`src/rtl/gpio_irq_pkg.sv`:
```
/*
  Shared constants for the multiplexed pin block: register indices,
  field layouts, reset values and mode codes.
  Assumes a 32-bit APB master; each register is one aligned word at
  four times its index, with the 16-bit value in the low half.
*/
package gpio_irq_pkg;

  // ----------------------------------------------------------------
  // Register indices (byte address is four times the index)
  // ----------------------------------------------------------------
  localparam logic [13:0] IDX_PORT_B_PIN_DATA    = 14'h0C04;
  localparam logic [13:0] IDX_PORT_B_PIN_MODE    = 14'h0C06;
  localparam logic [13:0] IDX_PORT_C_PIN_DATA    = 14'h0C08;
  localparam logic [13:0] IDX_PORT_C_PIN_MODE    = 14'h0C0A;
  localparam logic [13:0] IDX_PORT_D_PIN_DATA    = 14'h0C0C;
  localparam logic [13:0] IDX_PORT_D_PIN_MODE    = 14'h0C0E;
  localparam logic [13:0] IDX_PORT_G_PIN_DATA    = 14'h0C18;
  localparam logic [13:0] IDX_PORT_G_PIN_MODE    = 14'h0C1A;
  localparam logic [13:0] IDX_PIN_IRQ_TRIG_KIND  = 14'h0C24;
  localparam logic [13:0] IDX_PIN_IRQ_POLARITY   = 14'h0C26;
  localparam logic [13:0] IDX_PIN_IRQ_ENABLE     = 14'h0C28;
  localparam logic [13:0] IDX_PIN_IRQ_PENDING    = 14'h0C2A;

  // ----------------------------------------------------------------
  // Implemented bit masks of each 16-bit register
  // ----------------------------------------------------------------
  localparam logic [15:0] MASK_PORT_B_DATA = 16'h00F0;
  localparam logic [15:0] MASK_PORT_B_MODE = 16'hFF00;
  localparam logic [15:0] MASK_PORT_C_DATA = 16'h00FF;
  localparam logic [15:0] MASK_PORT_C_MODE = 16'hFFFF;
  localparam logic [15:0] MASK_PORT_D_DATA = 16'h000F;
  localparam logic [15:0] MASK_PORT_D_MODE = 16'h00FF;
  localparam logic [15:0] MASK_PORT_G_DATA = 16'h001F;
  localparam logic [15:0] MASK_PORT_G_MODE = 16'h03FF;
  localparam logic [15:0] MASK_PIN_IRQ     = 16'hF0F0;

  // Field positions: port B pins 7:4 sit at bits 7:4 of data, 15:8 of mode
  localparam int POS_PORT_B_DATA = 4;
  localparam int POS_PORT_B_MODE = 8;
  // Interrupt fields: port A at bits 7:4, port B at bits 15:12
  localparam int POS_IRQ_PORT_A  = 4;
  localparam int POS_IRQ_PORT_B  = 12;

  // Every register resets to zero: all pins inputs, interrupts off
  localparam logic [15:0] REG_RESET = 16'h0000;

  // ----------------------------------------------------------------
  // Two-bit pin mode codes
  // ----------------------------------------------------------------
  localparam logic [1:0] MODE_INPUT  = 2'h0;
  localparam logic [1:0] MODE_ALT1   = 2'h1;
  localparam logic [1:0] MODE_OUTPUT = 2'h2;
  localparam logic [1:0] MODE_ALT2   = 2'h3;

endpackage

```
`src/rtl/gpio_irq_ports.sv`:
```
/*
  Multiplexed pin block: ports B (pins 7:4), C, D and G with mode and
  data registers, plus level or edge interrupts on ports A and B pins 7:4.
  Assumes pin inputs are already synchronous to i_clk and that an
  outside pad mux uses the oe and alternate-function selects.
*/
// Added by the designer: the APB register port.
`timescale 1ns/10ps

// Behaviour
// [RL1] Port B mode: 00 input, 01 alternate one, 10 output, 11 reserved.
// [RL2] Software avoids alternate one on port B pins 6 to 4.
// [RL3] Port C mode: only input and output; codes 01 and 11 reserved.
// [RL4] Port D mode encodes like port B; alternate one avoided on pins 2-0.
// [RL5] Port G mode: 00 input, 10 output, 11 alternate two, 01 reserved.
// [RL6] Reading an input pin's data bit returns the sampled pin level.
// [RL7] Reading an output pin's data bit returns the stored register bit.
// [RL8] A stored data one drives an output pin high.
// [RL9] Data bits: port C 7-0, port D 3-0, port G 4-0, rest unused.
// [RL10] Mode fields two bits per pin at 2n+1:2n in the stated ranges.
// [RL11] All data, mode and interrupt registers reset to zero.
// [RL12] Interrupt type bit: zero level, one edge; B 15-12, A 7-4.
// [RL13] Polarity zero means high or rising, one means low or falling.
// [RL14] Only an enabled pin's condition may raise its interrupt.
// [RL15] Status bit reads one once an enabled condition has occurred.
// [RL16] Software clears pending status before changing type or polarity.
// [RL17] Software sets type and polarity before enabling an interrupt.
// [RL18] Software does not write the reserved addresses between registers.
// [RL19] Writing zero clears status, one leaves it; an active level resets it.
// [RL20] Interrupt request is the OR of enabled status bits.
module gpio_irq_ports
  import gpio_irq_pkg::*;
#(
  parameter int ADDR_W = 16
) (
  input  wire logic              i_clk,
  input  wire logic              i_rst_n,
  input  wire logic              i_psel,
  input  wire logic              i_penable,
  input  wire logic              i_pwrite,
  input  wire logic [ADDR_W-1:0] i_paddr,
  input  wire logic [31:0]       i_pwdata,
  output logic      [31:0]       o_prdata,
  output logic                   o_pready,
  output logic                   o_pslverr,
  input  wire logic [3:0]        i_port_a_in,
  input  wire logic [3:0]        i_port_b_in,
  output logic      [3:0]        o_port_b_out,
  output logic      [3:0]        o_port_b_oe,
  output logic      [3:0]        o_port_b_alt1,
  input  wire logic [7:0]        i_port_c_in,
  output logic      [7:0]        o_port_c_out,
  output logic      [7:0]        o_port_c_oe,
  input  wire logic [3:0]        i_port_d_in,
  output logic      [3:0]        o_port_d_out,
  output logic      [3:0]        o_port_d_oe,
  output logic      [3:0]        o_port_d_alt1,
  input  wire logic [4:0]        i_port_g_in,
  output logic      [4:0]        o_port_g_out,
  output logic      [4:0]        o_port_g_oe,
  output logic      [4:0]        o_port_g_alt2,
  output logic                   o_irq
);

  // ----------------------------------------------------------------
  // Decode helpers
  // ----------------------------------------------------------------

  // One bit per pin: field at 2n+1:2n equals the given code
  function automatic logic [7:0] mode_is(input logic [15:0] mode, input logic [1:0] code);
    logic [7:0] hit;
    hit = 8'h00;
    for (int n = 0; n < 8; n++) begin
      hit[n] = (mode[2*n +: 2] == code);
    end
    return hit;
  endfunction

  // Word-aligned match of the APB address against a register index
  function automatic logic addr_is(input logic [ADDR_W-1:0] addr, input logic [13:0] idx);
    return (addr[ADDR_W-1:2] == (ADDR_W-2)'(idx)) && (addr[1:0] == 2'h0);
  endfunction

  // ----------------------------------------------------------------
  // Registers
  // ----------------------------------------------------------------
  logic [15:0] port_b_data_r;
  logic [15:0] port_b_mode_r;
  logic [15:0] port_c_data_r;
  logic [15:0] port_c_mode_r;
  logic [15:0] port_d_data_r;
  logic [15:0] port_d_mode_r;
  logic [15:0] port_g_data_r;
  logic [15:0] port_g_mode_r;
  logic [15:0] irq_kind_r;
  logic [15:0] irq_pol_r;
  logic [15:0] irq_en_r;
  logic [15:0] irq_pend_r;
  logic [15:0] irq_pend_nxt;
  logic [15:0] pin_prev_r;

  // ----------------------------------------------------------------
  // APB access decode
  // ----------------------------------------------------------------
  logic        acc_ph;
  logic        wr_take;
  logic        sel_b_data;
  logic        sel_b_mode;
  logic        sel_c_data;
  logic        sel_c_mode;
  logic        sel_d_data;
  logic        sel_d_mode;
  logic        sel_g_data;
  logic        sel_g_mode;
  logic        sel_kind;
  logic        sel_pol;
  logic        sel_en;
  logic        sel_pend;
  logic        sel_any;
  logic [15:0] wdata;

  // Access phase first cycle; the answer follows one cycle later
  assign acc_ph     = i_psel && i_penable && !o_pready;
  // Write lands only on the edge where pready is seen high
  assign wr_take    = i_psel && i_penable && o_pready && i_pwrite && !o_pslverr;
  assign wdata      = i_pwdata[15:0];
  assign sel_b_data = addr_is(i_paddr, IDX_PORT_B_PIN_DATA);
  assign sel_b_mode = addr_is(i_paddr, IDX_PORT_B_PIN_MODE);
  assign sel_c_data = addr_is(i_paddr, IDX_PORT_C_PIN_DATA);
  assign sel_c_mode = addr_is(i_paddr, IDX_PORT_C_PIN_MODE);
  assign sel_d_data = addr_is(i_paddr, IDX_PORT_D_PIN_DATA);
  assign sel_d_mode = addr_is(i_paddr, IDX_PORT_D_PIN_MODE);
  assign sel_g_data = addr_is(i_paddr, IDX_PORT_G_PIN_DATA);
  assign sel_g_mode = addr_is(i_paddr, IDX_PORT_G_PIN_MODE);
  assign sel_kind   = addr_is(i_paddr, IDX_PIN_IRQ_TRIG_KIND);
  assign sel_pol    = addr_is(i_paddr, IDX_PIN_IRQ_POLARITY);
  assign sel_en     = addr_is(i_paddr, IDX_PIN_IRQ_ENABLE);
  assign sel_pend   = addr_is(i_paddr, IDX_PIN_IRQ_PENDING);
  // [RL18] reserved gaps error
  assign sel_any    = sel_b_data | sel_b_mode | sel_c_data | sel_c_mode | sel_d_data | sel_d_mode
                    | sel_g_data | sel_g_mode | sel_kind | sel_pol | sel_en | sel_pend;

  // ----------------------------------------------------------------
  // Pin direction decode (current register contents)
  // ----------------------------------------------------------------
  logic [7:0] c_is_out;
  logic [7:0] b_is_out;
  logic [7:0] b_is_alt1;
  logic [7:0] d_is_out;
  logic [7:0] d_is_alt1;
  logic [7:0] g_is_out;
  logic [7:0] g_is_alt2;

  // [RL10] two bits per pin
  assign b_is_out  = mode_is(port_b_mode_r >> POS_PORT_B_MODE, MODE_OUTPUT);
  // [RL1] port B alternate one
  assign b_is_alt1 = mode_is(port_b_mode_r >> POS_PORT_B_MODE, MODE_ALT1);
  // [RL3] C only output code drives; 01 and 11 fall back to input
  assign c_is_out  = mode_is(port_c_mode_r, MODE_OUTPUT);
  // [RL4] port D as port B
  assign d_is_out  = mode_is(port_d_mode_r, MODE_OUTPUT);
  assign d_is_alt1 = mode_is(port_d_mode_r, MODE_ALT1);
  // [RL5] G alternate two on 11
  assign g_is_out  = mode_is(port_g_mode_r, MODE_OUTPUT);
  assign g_is_alt2 = mode_is(port_g_mode_r, MODE_ALT2);

  // ----------------------------------------------------------------
  // Data read-back: pin level for inputs, latch for outputs
  // ----------------------------------------------------------------
  logic [15:0] rd_b_data;
  logic [15:0] rd_c_data;
  logic [15:0] rd_d_data;
  logic [15:0] rd_g_data;

  // [RL6] input returns pin
  // [RL7] output returns latch
  assign rd_b_data = {8'h00, (port_b_data_r[7:4] & b_is_out[3:0]) | (i_port_b_in & ~b_is_out[3:0]), 4'h0};
  assign rd_c_data = {8'h00, (port_c_data_r[7:0] & c_is_out) | (i_port_c_in & ~c_is_out)};
  assign rd_d_data = {12'h000, (port_d_data_r[3:0] & d_is_out[3:0]) | (i_port_d_in & ~d_is_out[3:0])};
  assign rd_g_data = {11'h000, (port_g_data_r[4:0] & g_is_out[4:0]) | (i_port_g_in & ~g_is_out[4:0])};

  // ----------------------------------------------------------------
  // APB answer: one wait state so read data comes from a flop
  // ----------------------------------------------------------------
  logic [15:0] rd_mux;

  always_comb begin
    rd_mux = 16'h0000;
    case (1'b1)
      sel_b_data: rd_mux = rd_b_data;
      sel_b_mode: rd_mux = port_b_mode_r;
      sel_c_data: rd_mux = rd_c_data;
      sel_c_mode: rd_mux = port_c_mode_r;
      sel_d_data: rd_mux = rd_d_data;
      sel_d_mode: rd_mux = port_d_mode_r;
      sel_g_data: rd_mux = rd_g_data;
      sel_g_mode: rd_mux = port_g_mode_r;
      sel_kind:   rd_mux = irq_kind_r;
      sel_pol:    rd_mux = irq_pol_r;
      sel_en:     rd_mux = irq_en_r;
      sel_pend:   rd_mux = irq_pend_r;
      default:    rd_mux = 16'h0000;
    endcase
  end

  // Ready pulses for one cycle; unmapped address answers with slverr
  always_ff @(posedge i_clk) begin
    if (!i_rst_n) begin
      o_pready  <= 1'b0;
      o_pslverr <= 1'b0;
      o_prdata  <= 32'h0000_0000;
    end else begin
      o_pready  <= acc_ph;
      o_pslverr <= acc_ph && !sel_any;
      if (acc_ph && !i_pwrite) begin
        o_prdata <= {16'h0000, rd_mux};
      end
    end
  end

  // ----------------------------------------------------------------
  // Port data and mode registers
  // ----------------------------------------------------------------

  // [RL11] zero reset
  // [RL9] unused bits stay zero
  always_ff @(posedge i_clk) begin
    if (!i_rst_n) begin
      port_b_data_r <= REG_RESET;
      port_b_mode_r <= REG_RESET;
      port_c_data_r <= REG_RESET;
      port_c_mode_r <= REG_RESET;
      port_d_data_r <= REG_RESET;
      port_d_mode_r <= REG_RESET;
      port_g_data_r <= REG_RESET;
      port_g_mode_r <= REG_RESET;
    end else if (wr_take) begin
      if (sel_b_data) port_b_data_r <= wdata & MASK_PORT_B_DATA;
      if (sel_b_mode) port_b_mode_r <= wdata & MASK_PORT_B_MODE;
      if (sel_c_data) port_c_data_r <= wdata & MASK_PORT_C_DATA;
      if (sel_c_mode) port_c_mode_r <= wdata & MASK_PORT_C_MODE;
      if (sel_d_data) port_d_data_r <= wdata & MASK_PORT_D_DATA;
      if (sel_d_mode) port_d_mode_r <= wdata & MASK_PORT_D_MODE;
      if (sel_g_data) port_g_data_r <= wdata & MASK_PORT_G_DATA;
      if (sel_g_mode) port_g_mode_r <= wdata & MASK_PORT_G_MODE;
    end
  end

  // ----------------------------------------------------------------
  // Pad-side outputs, registered one cycle after the mode/data change
  // ----------------------------------------------------------------

  // [RL8] latch drives pin level
  always_ff @(posedge i_clk) begin
    if (!i_rst_n) begin
      o_port_b_out  <= 4'h0;
      o_port_b_oe   <= 4'h0;
      o_port_b_alt1 <= 4'h0;
      o_port_c_out  <= 8'h00;
      o_port_c_oe   <= 8'h00;
      o_port_d_out  <= 4'h0;
      o_port_d_oe   <= 4'h0;
      o_port_d_alt1 <= 4'h0;
      o_port_g_out  <= 5'h00;
      o_port_g_oe   <= 5'h00;
      o_port_g_alt2 <= 5'h00;
    end else begin
      o_port_b_out  <= port_b_data_r[POS_PORT_B_DATA +: 4];
      o_port_b_oe   <= b_is_out[3:0];
      o_port_b_alt1 <= b_is_alt1[3:0];
      o_port_c_out  <= port_c_data_r[7:0];
      o_port_c_oe   <= c_is_out;
      o_port_d_out  <= port_d_data_r[3:0];
      o_port_d_oe   <= d_is_out[3:0];
      o_port_d_alt1 <= d_is_alt1[3:0];
      o_port_g_out  <= port_g_data_r[4:0];
      o_port_g_oe   <= g_is_out[4:0];
      o_port_g_alt2 <= g_is_alt2[4:0];
    end
  end

  // ----------------------------------------------------------------
  // Interrupt configuration
  // ----------------------------------------------------------------

  // [RL12] type, polarity, enable
  always_ff @(posedge i_clk) begin
    if (!i_rst_n) begin
      irq_kind_r <= REG_RESET;
      irq_pol_r  <= REG_RESET;
      irq_en_r   <= REG_RESET;
    end else if (wr_take) begin
      if (sel_kind) irq_kind_r <= wdata & MASK_PIN_IRQ;
      if (sel_pol)  irq_pol_r  <= wdata & MASK_PIN_IRQ;
      if (sel_en)   irq_en_r   <= wdata & MASK_PIN_IRQ;
    end
  end

  // ----------------------------------------------------------------
  // Interrupt detection
  // ----------------------------------------------------------------
  logic [15:0] pin_now;
  logic [15:0] irq_cond;
  logic [15:0] irq_set;
  logic [15:0] irq_clr;

  assign pin_now = {i_port_b_in, 4'h0, i_port_a_in, 4'h0};

  // Previous pin levels for edge detection
  always_ff @(posedge i_clk) begin
    if (!i_rst_n) begin
      pin_prev_r <= 16'h0000;
    end else begin
      pin_prev_r <= pin_now;
    end
  end

  // Per-pin condition; edge uses the previous sample, which resets to zero,
  // so a pin already high at reset release shows a rising edge in the first cycle
  generate
    for (genvar k = 0; k < 16; k++) begin : g_cond
      // [RL13] polarity inverts sense
      assign irq_cond[k] = irq_kind_r[k]
                         ? ((pin_now[k] ^ irq_pol_r[k]) && !(pin_prev_r[k] ^ irq_pol_r[k]))
                         : (pin_now[k] ^ irq_pol_r[k]);
    end
  endgenerate

  // [RL14] enable gates set
  assign irq_set = irq_cond & irq_en_r & MASK_PIN_IRQ;
  // [RL19] zero written clears
  assign irq_clr = (wr_take && sel_pend) ? (~wdata & MASK_PIN_IRQ) : 16'h0000;
  // Set wins over a clear in the same cycle, so no event is lost
  assign irq_pend_nxt = (irq_pend_r & ~irq_clr) | irq_set;

  // [RL15] sticky status
  always_ff @(posedge i_clk) begin
    if (!i_rst_n) begin
      irq_pend_r <= REG_RESET;
    end else begin
      irq_pend_r <= irq_pend_nxt;
    end
  end

  // [RL20] OR of enabled status
  always_ff @(posedge i_clk) begin
    if (!i_rst_n) begin
      o_irq <= 1'b0;
    end else begin
      o_irq <= |(irq_pend_r & irq_en_r);
    end
  end
endmodule

```
`config.mk`:
```
export PLATFORM = sky130hd
export DESIGN_NAME = gpio_irq_ports
export DESIGN_NICKNAME = d
export VERILOG_FILES = /design/src/rtl/gpio_irq_pkg.sv /design/src/rtl/gpio_irq_ports.sv
export SDC_FILE = /design/constraint.sdc
export NUM_CORES = 1
export LEC_CHECK = 0
export ABC_AREA = 1
export BUFFER_PORTS_ARGS = -buffer_cell sky130_fd_sc_hd__buf_2
export CAP_MARGIN = 25
export CORE_ASPECT_RATIO = 0.5
export CORE_UTILIZATION = 54
export DETAILED_ROUTE_END_ITERATION = 8
export GPL_TIMING_DRIVEN = 0
export PLACE_DENSITY = 0.84
export SYNTH_ARGS = -nofsm -noshare
export SYNTH_HDL_FRONTEND = slang
export SYNTH_SLANG_ARGS = --single-unit
```
`constraint.sdc`:
```
create_clock -name i_clk -period 2.22 [get_ports i_clk]
set_clock_uncertainty 0.2 [all_clocks]
set_input_delay 0.333 -clock i_clk [delete_from_list [all_inputs] [get_ports i_clk]]
set_output_delay 0.333 -clock i_clk [all_outputs]
set_load 0.05 [all_outputs]
```
==> qor.yml <==
run_status:
  status: "completed"
setup_path:
  critPathMaxFanout: 10
  crit_arrival_ns: 2.18
  end_kind: "flip-flop"
  start_kind: "primary input"
  r2r_slack_ns: 0.16
  required_ns: 2.33
  critPathKind: "in -> reg"
worst_hold_path:
  hp-class: "in -> reg"
sta:
  rsz0062_at_grt: "false"
  finalSetupViolCount: 0
  finalCriticalPeriod_ns: 2.07
  max_freq_ghz: 0.483
  hold_viol: 0
  worst_pin_slew_ns: 0.735
  maxSlewViolCount: 0
  relSlewSlack_pct: 51.0
  period_share_pct: 93.3
logic_synthesis:
  syn-cell-area_um2: 7590
  synth-warning-count: 0
  synth_area_leader_cell: "dfxtp_1"
  avgSynthCellArea_um2: 7.07
  ys_seq_area_share_pct: 46.7
  synth.distinct_cells: 30
  yosys-top-cells-area: "dfxtp_1, nand2_1, o21ai_0"
  synthCells: 1074
  ys_seq_elements: 177
  synth_top_area_share_pct: 46.7
cells_and_area:
  layout_commonest_cell: "nand2_1"
  drive_gt1_share_pct: 17.7
  final_cells: 1454
  final_nets: 1327
  final_cell_mix: "nand2_1, dfxtp_1, inv_1"
  diodes: 0
  syn2layout_area_growth_pct: 21.6
global_route:
  antenna_found_initial: 0
  grtUsageMet1_pct: 44.6
  grt_max_degree: 19
  gr-total-overflow: 0
  grt_pass1_wl_mm: 35.8
  gr-max-usage-layer: "met2"
  grt_util_met2_pct: 51.0
  gr-usage-met3_pct: 6.55
  grt_util_all_layers_pct: 32.1
  first_global_vias: 7041
floorplanning:
  rows: 30
  die_y_um: 85.9
  ios: 168
  core_area_um2: 13600
  dieWidth_um: 170
  start_util_pct: 55.7
  die_area_um2: 14600
route:
  drc: 0
  vias_per_cell: 5.42
  ant_nets: 0
  routed_wl_mm: 22.9
  drt_iter0_drc: 1010
  drt-wirelength-per-cell_um: 15.7
  vias: 7885
  dr.pass1.iters: 6
clocking:
  clk_latency_ns: 0.43
  cts-root-buf: "clkbuf_16"
  cts_buffer_depth: 2
  numCtsBuffers: 17
  clk_pin_slew_worst_paths_ns: 0.07
  h-tree-depth: 4
  clock-sinks: 177
  cts_tree: "done"
place:
  place_hpwl_mm: 17.0
  place.gp.congestion: 0.970
  port_buffers: 132
  placedCellCount: 1413
power:
  peakVddDrop_v: 0.000566
  leakagePower_nw: 4.18
  power.density_nw_per_um2: 703
  p_total_mw: 6.49
flow_run:
  maxCapViolCount: 0
-- state kept, by name (all words and copies together) (netlist names), 8 cells and up --
signal	count
port_d_mode_r	8
port_c_data_r	8
o_port_c_out	8
o_port_c_oe	8
port_g_mode_r	10
o_prdata	16
pin_prev_r	8
irq_kind_r	8
port_b_mode_r	8
irq_pol_r	8
irq_pend_r	8
port_c_mode_r	16
irq_en_r	8
-- metal layers --
metal	wire length, um	vias up
li1	-	3783
met1	9830	3607
met2	10000	456
met3	2720	39
met4	331	0
met5	0	-
-- synthesized netlist by cell type --
master,instances
nand2_1,213
dfxtp_1,177
inv_1,154
o21ai_0,121
a21oi_1,112
nor2_1,86
nand3_1,60
nor3_1,34
clkbuf_1,26
buf_4,18
buf_2,10
nand4_1,8
nor2_2,8
inv_2,6
o21ai_1,6
o31ai_1,6
nand2_2,5
nor2_4,4
o22ai_1,4
o211ai_1,3
a221oi_1,2
a31oi_1,2
buf_1,2
a22o_1,1
conb_1,1
nand3_4,1
nor4_1,1
nor4_4,1
o21a_1,1
or2_2,1
-- repair_timing --
action                     in CTS  in global routing
hold endpoints to repair        8                  0
resized for setup               0                  6
setup buffers                   2                  0
pin swaps                       1                  0
setup endpoints to repair      42                 24
hold buffers                    8                  0
-- through the flow --
| stage | hold WS [ns] | utilization [%] | area [um^2] | setup TNS [ns] | setup WS [ns] |
|---|---|---|---|---|---|
| final | 0.0115 | 67.8 | 9240 | 0 | 0.148 |
| after floorplan | 0.207 | - | 7650 | 0 | 0.168 |
| after global placement | 0.216 | 62.8 | 8550 | -11.57 | -0.285 |
| after detailed placement | 0.217 | 62.8 | 8550 | -13.60 | -0.338 |
| after global routing | 0.00943 | 67.8 | 9240 | 0 | 0.0342 |
| after CTS | 0.0000686 | 67.6 | 9220 | 0 | 0.0291 |
-- power by group --
part           internal (mW)  leakage (nW)  total (mW)  switching (mW)
clock                   1.49         0.273        2.89            1.40
combinational          0.119          2.48       0.412           0.292
sequential              3.19          1.43        3.19         0.00759
total                   4.79          4.18        6.49            1.70
-- logic make-up (layout without fill, tap and decap cells) --
group / count (synthesis) / count (layout) / synth area share, %
simple gates: 422 / 422 / 24.0
buf+inv: 216 / 389 / 11.7
compound gates: 258 / 258 / 17.6
other cells: 1 / 16 / 0.0494
flops: 177 / 177 / 46.7
-- critical path, stage by stage --
cell     delay (ns)
buf_2          0.11
inv_1          0.06
nor2_4         0.22
nand2_1        0.18
nor2_4         0.26
nand2_2        0.19
nor2_4         0.24
inv_2          0.10
buf_2          0.21
o21ai_0        0.20
a21oi_1        0.07
-- worst paths after layout --
path,from,to,cells past startpoint
worst min register to register,port_g_data_r[2],o_port_g_out[2],2
worst min-delay path,i_pwdata[10],port_c_mode_r[10],3
worst max-delay path,i_paddr[5],port_c_mode_r[14],11
worst max register to register,o_pslverr,irq_en_r[13],6
-- layout make-up --
cell class                      instances  area (um^2)
Clock buffer                           17          425
Inverter                              160          603
Fill cell                            1193         4390
Multi-Input combinational cell        696         3240
Tap cell                              192          240
Timing Repair Buffer                  142          756
Sequential cell                       177         3540
Clock inverter                         15          145
Buffer                                 55          287
(Power assumes the default switching activity.)
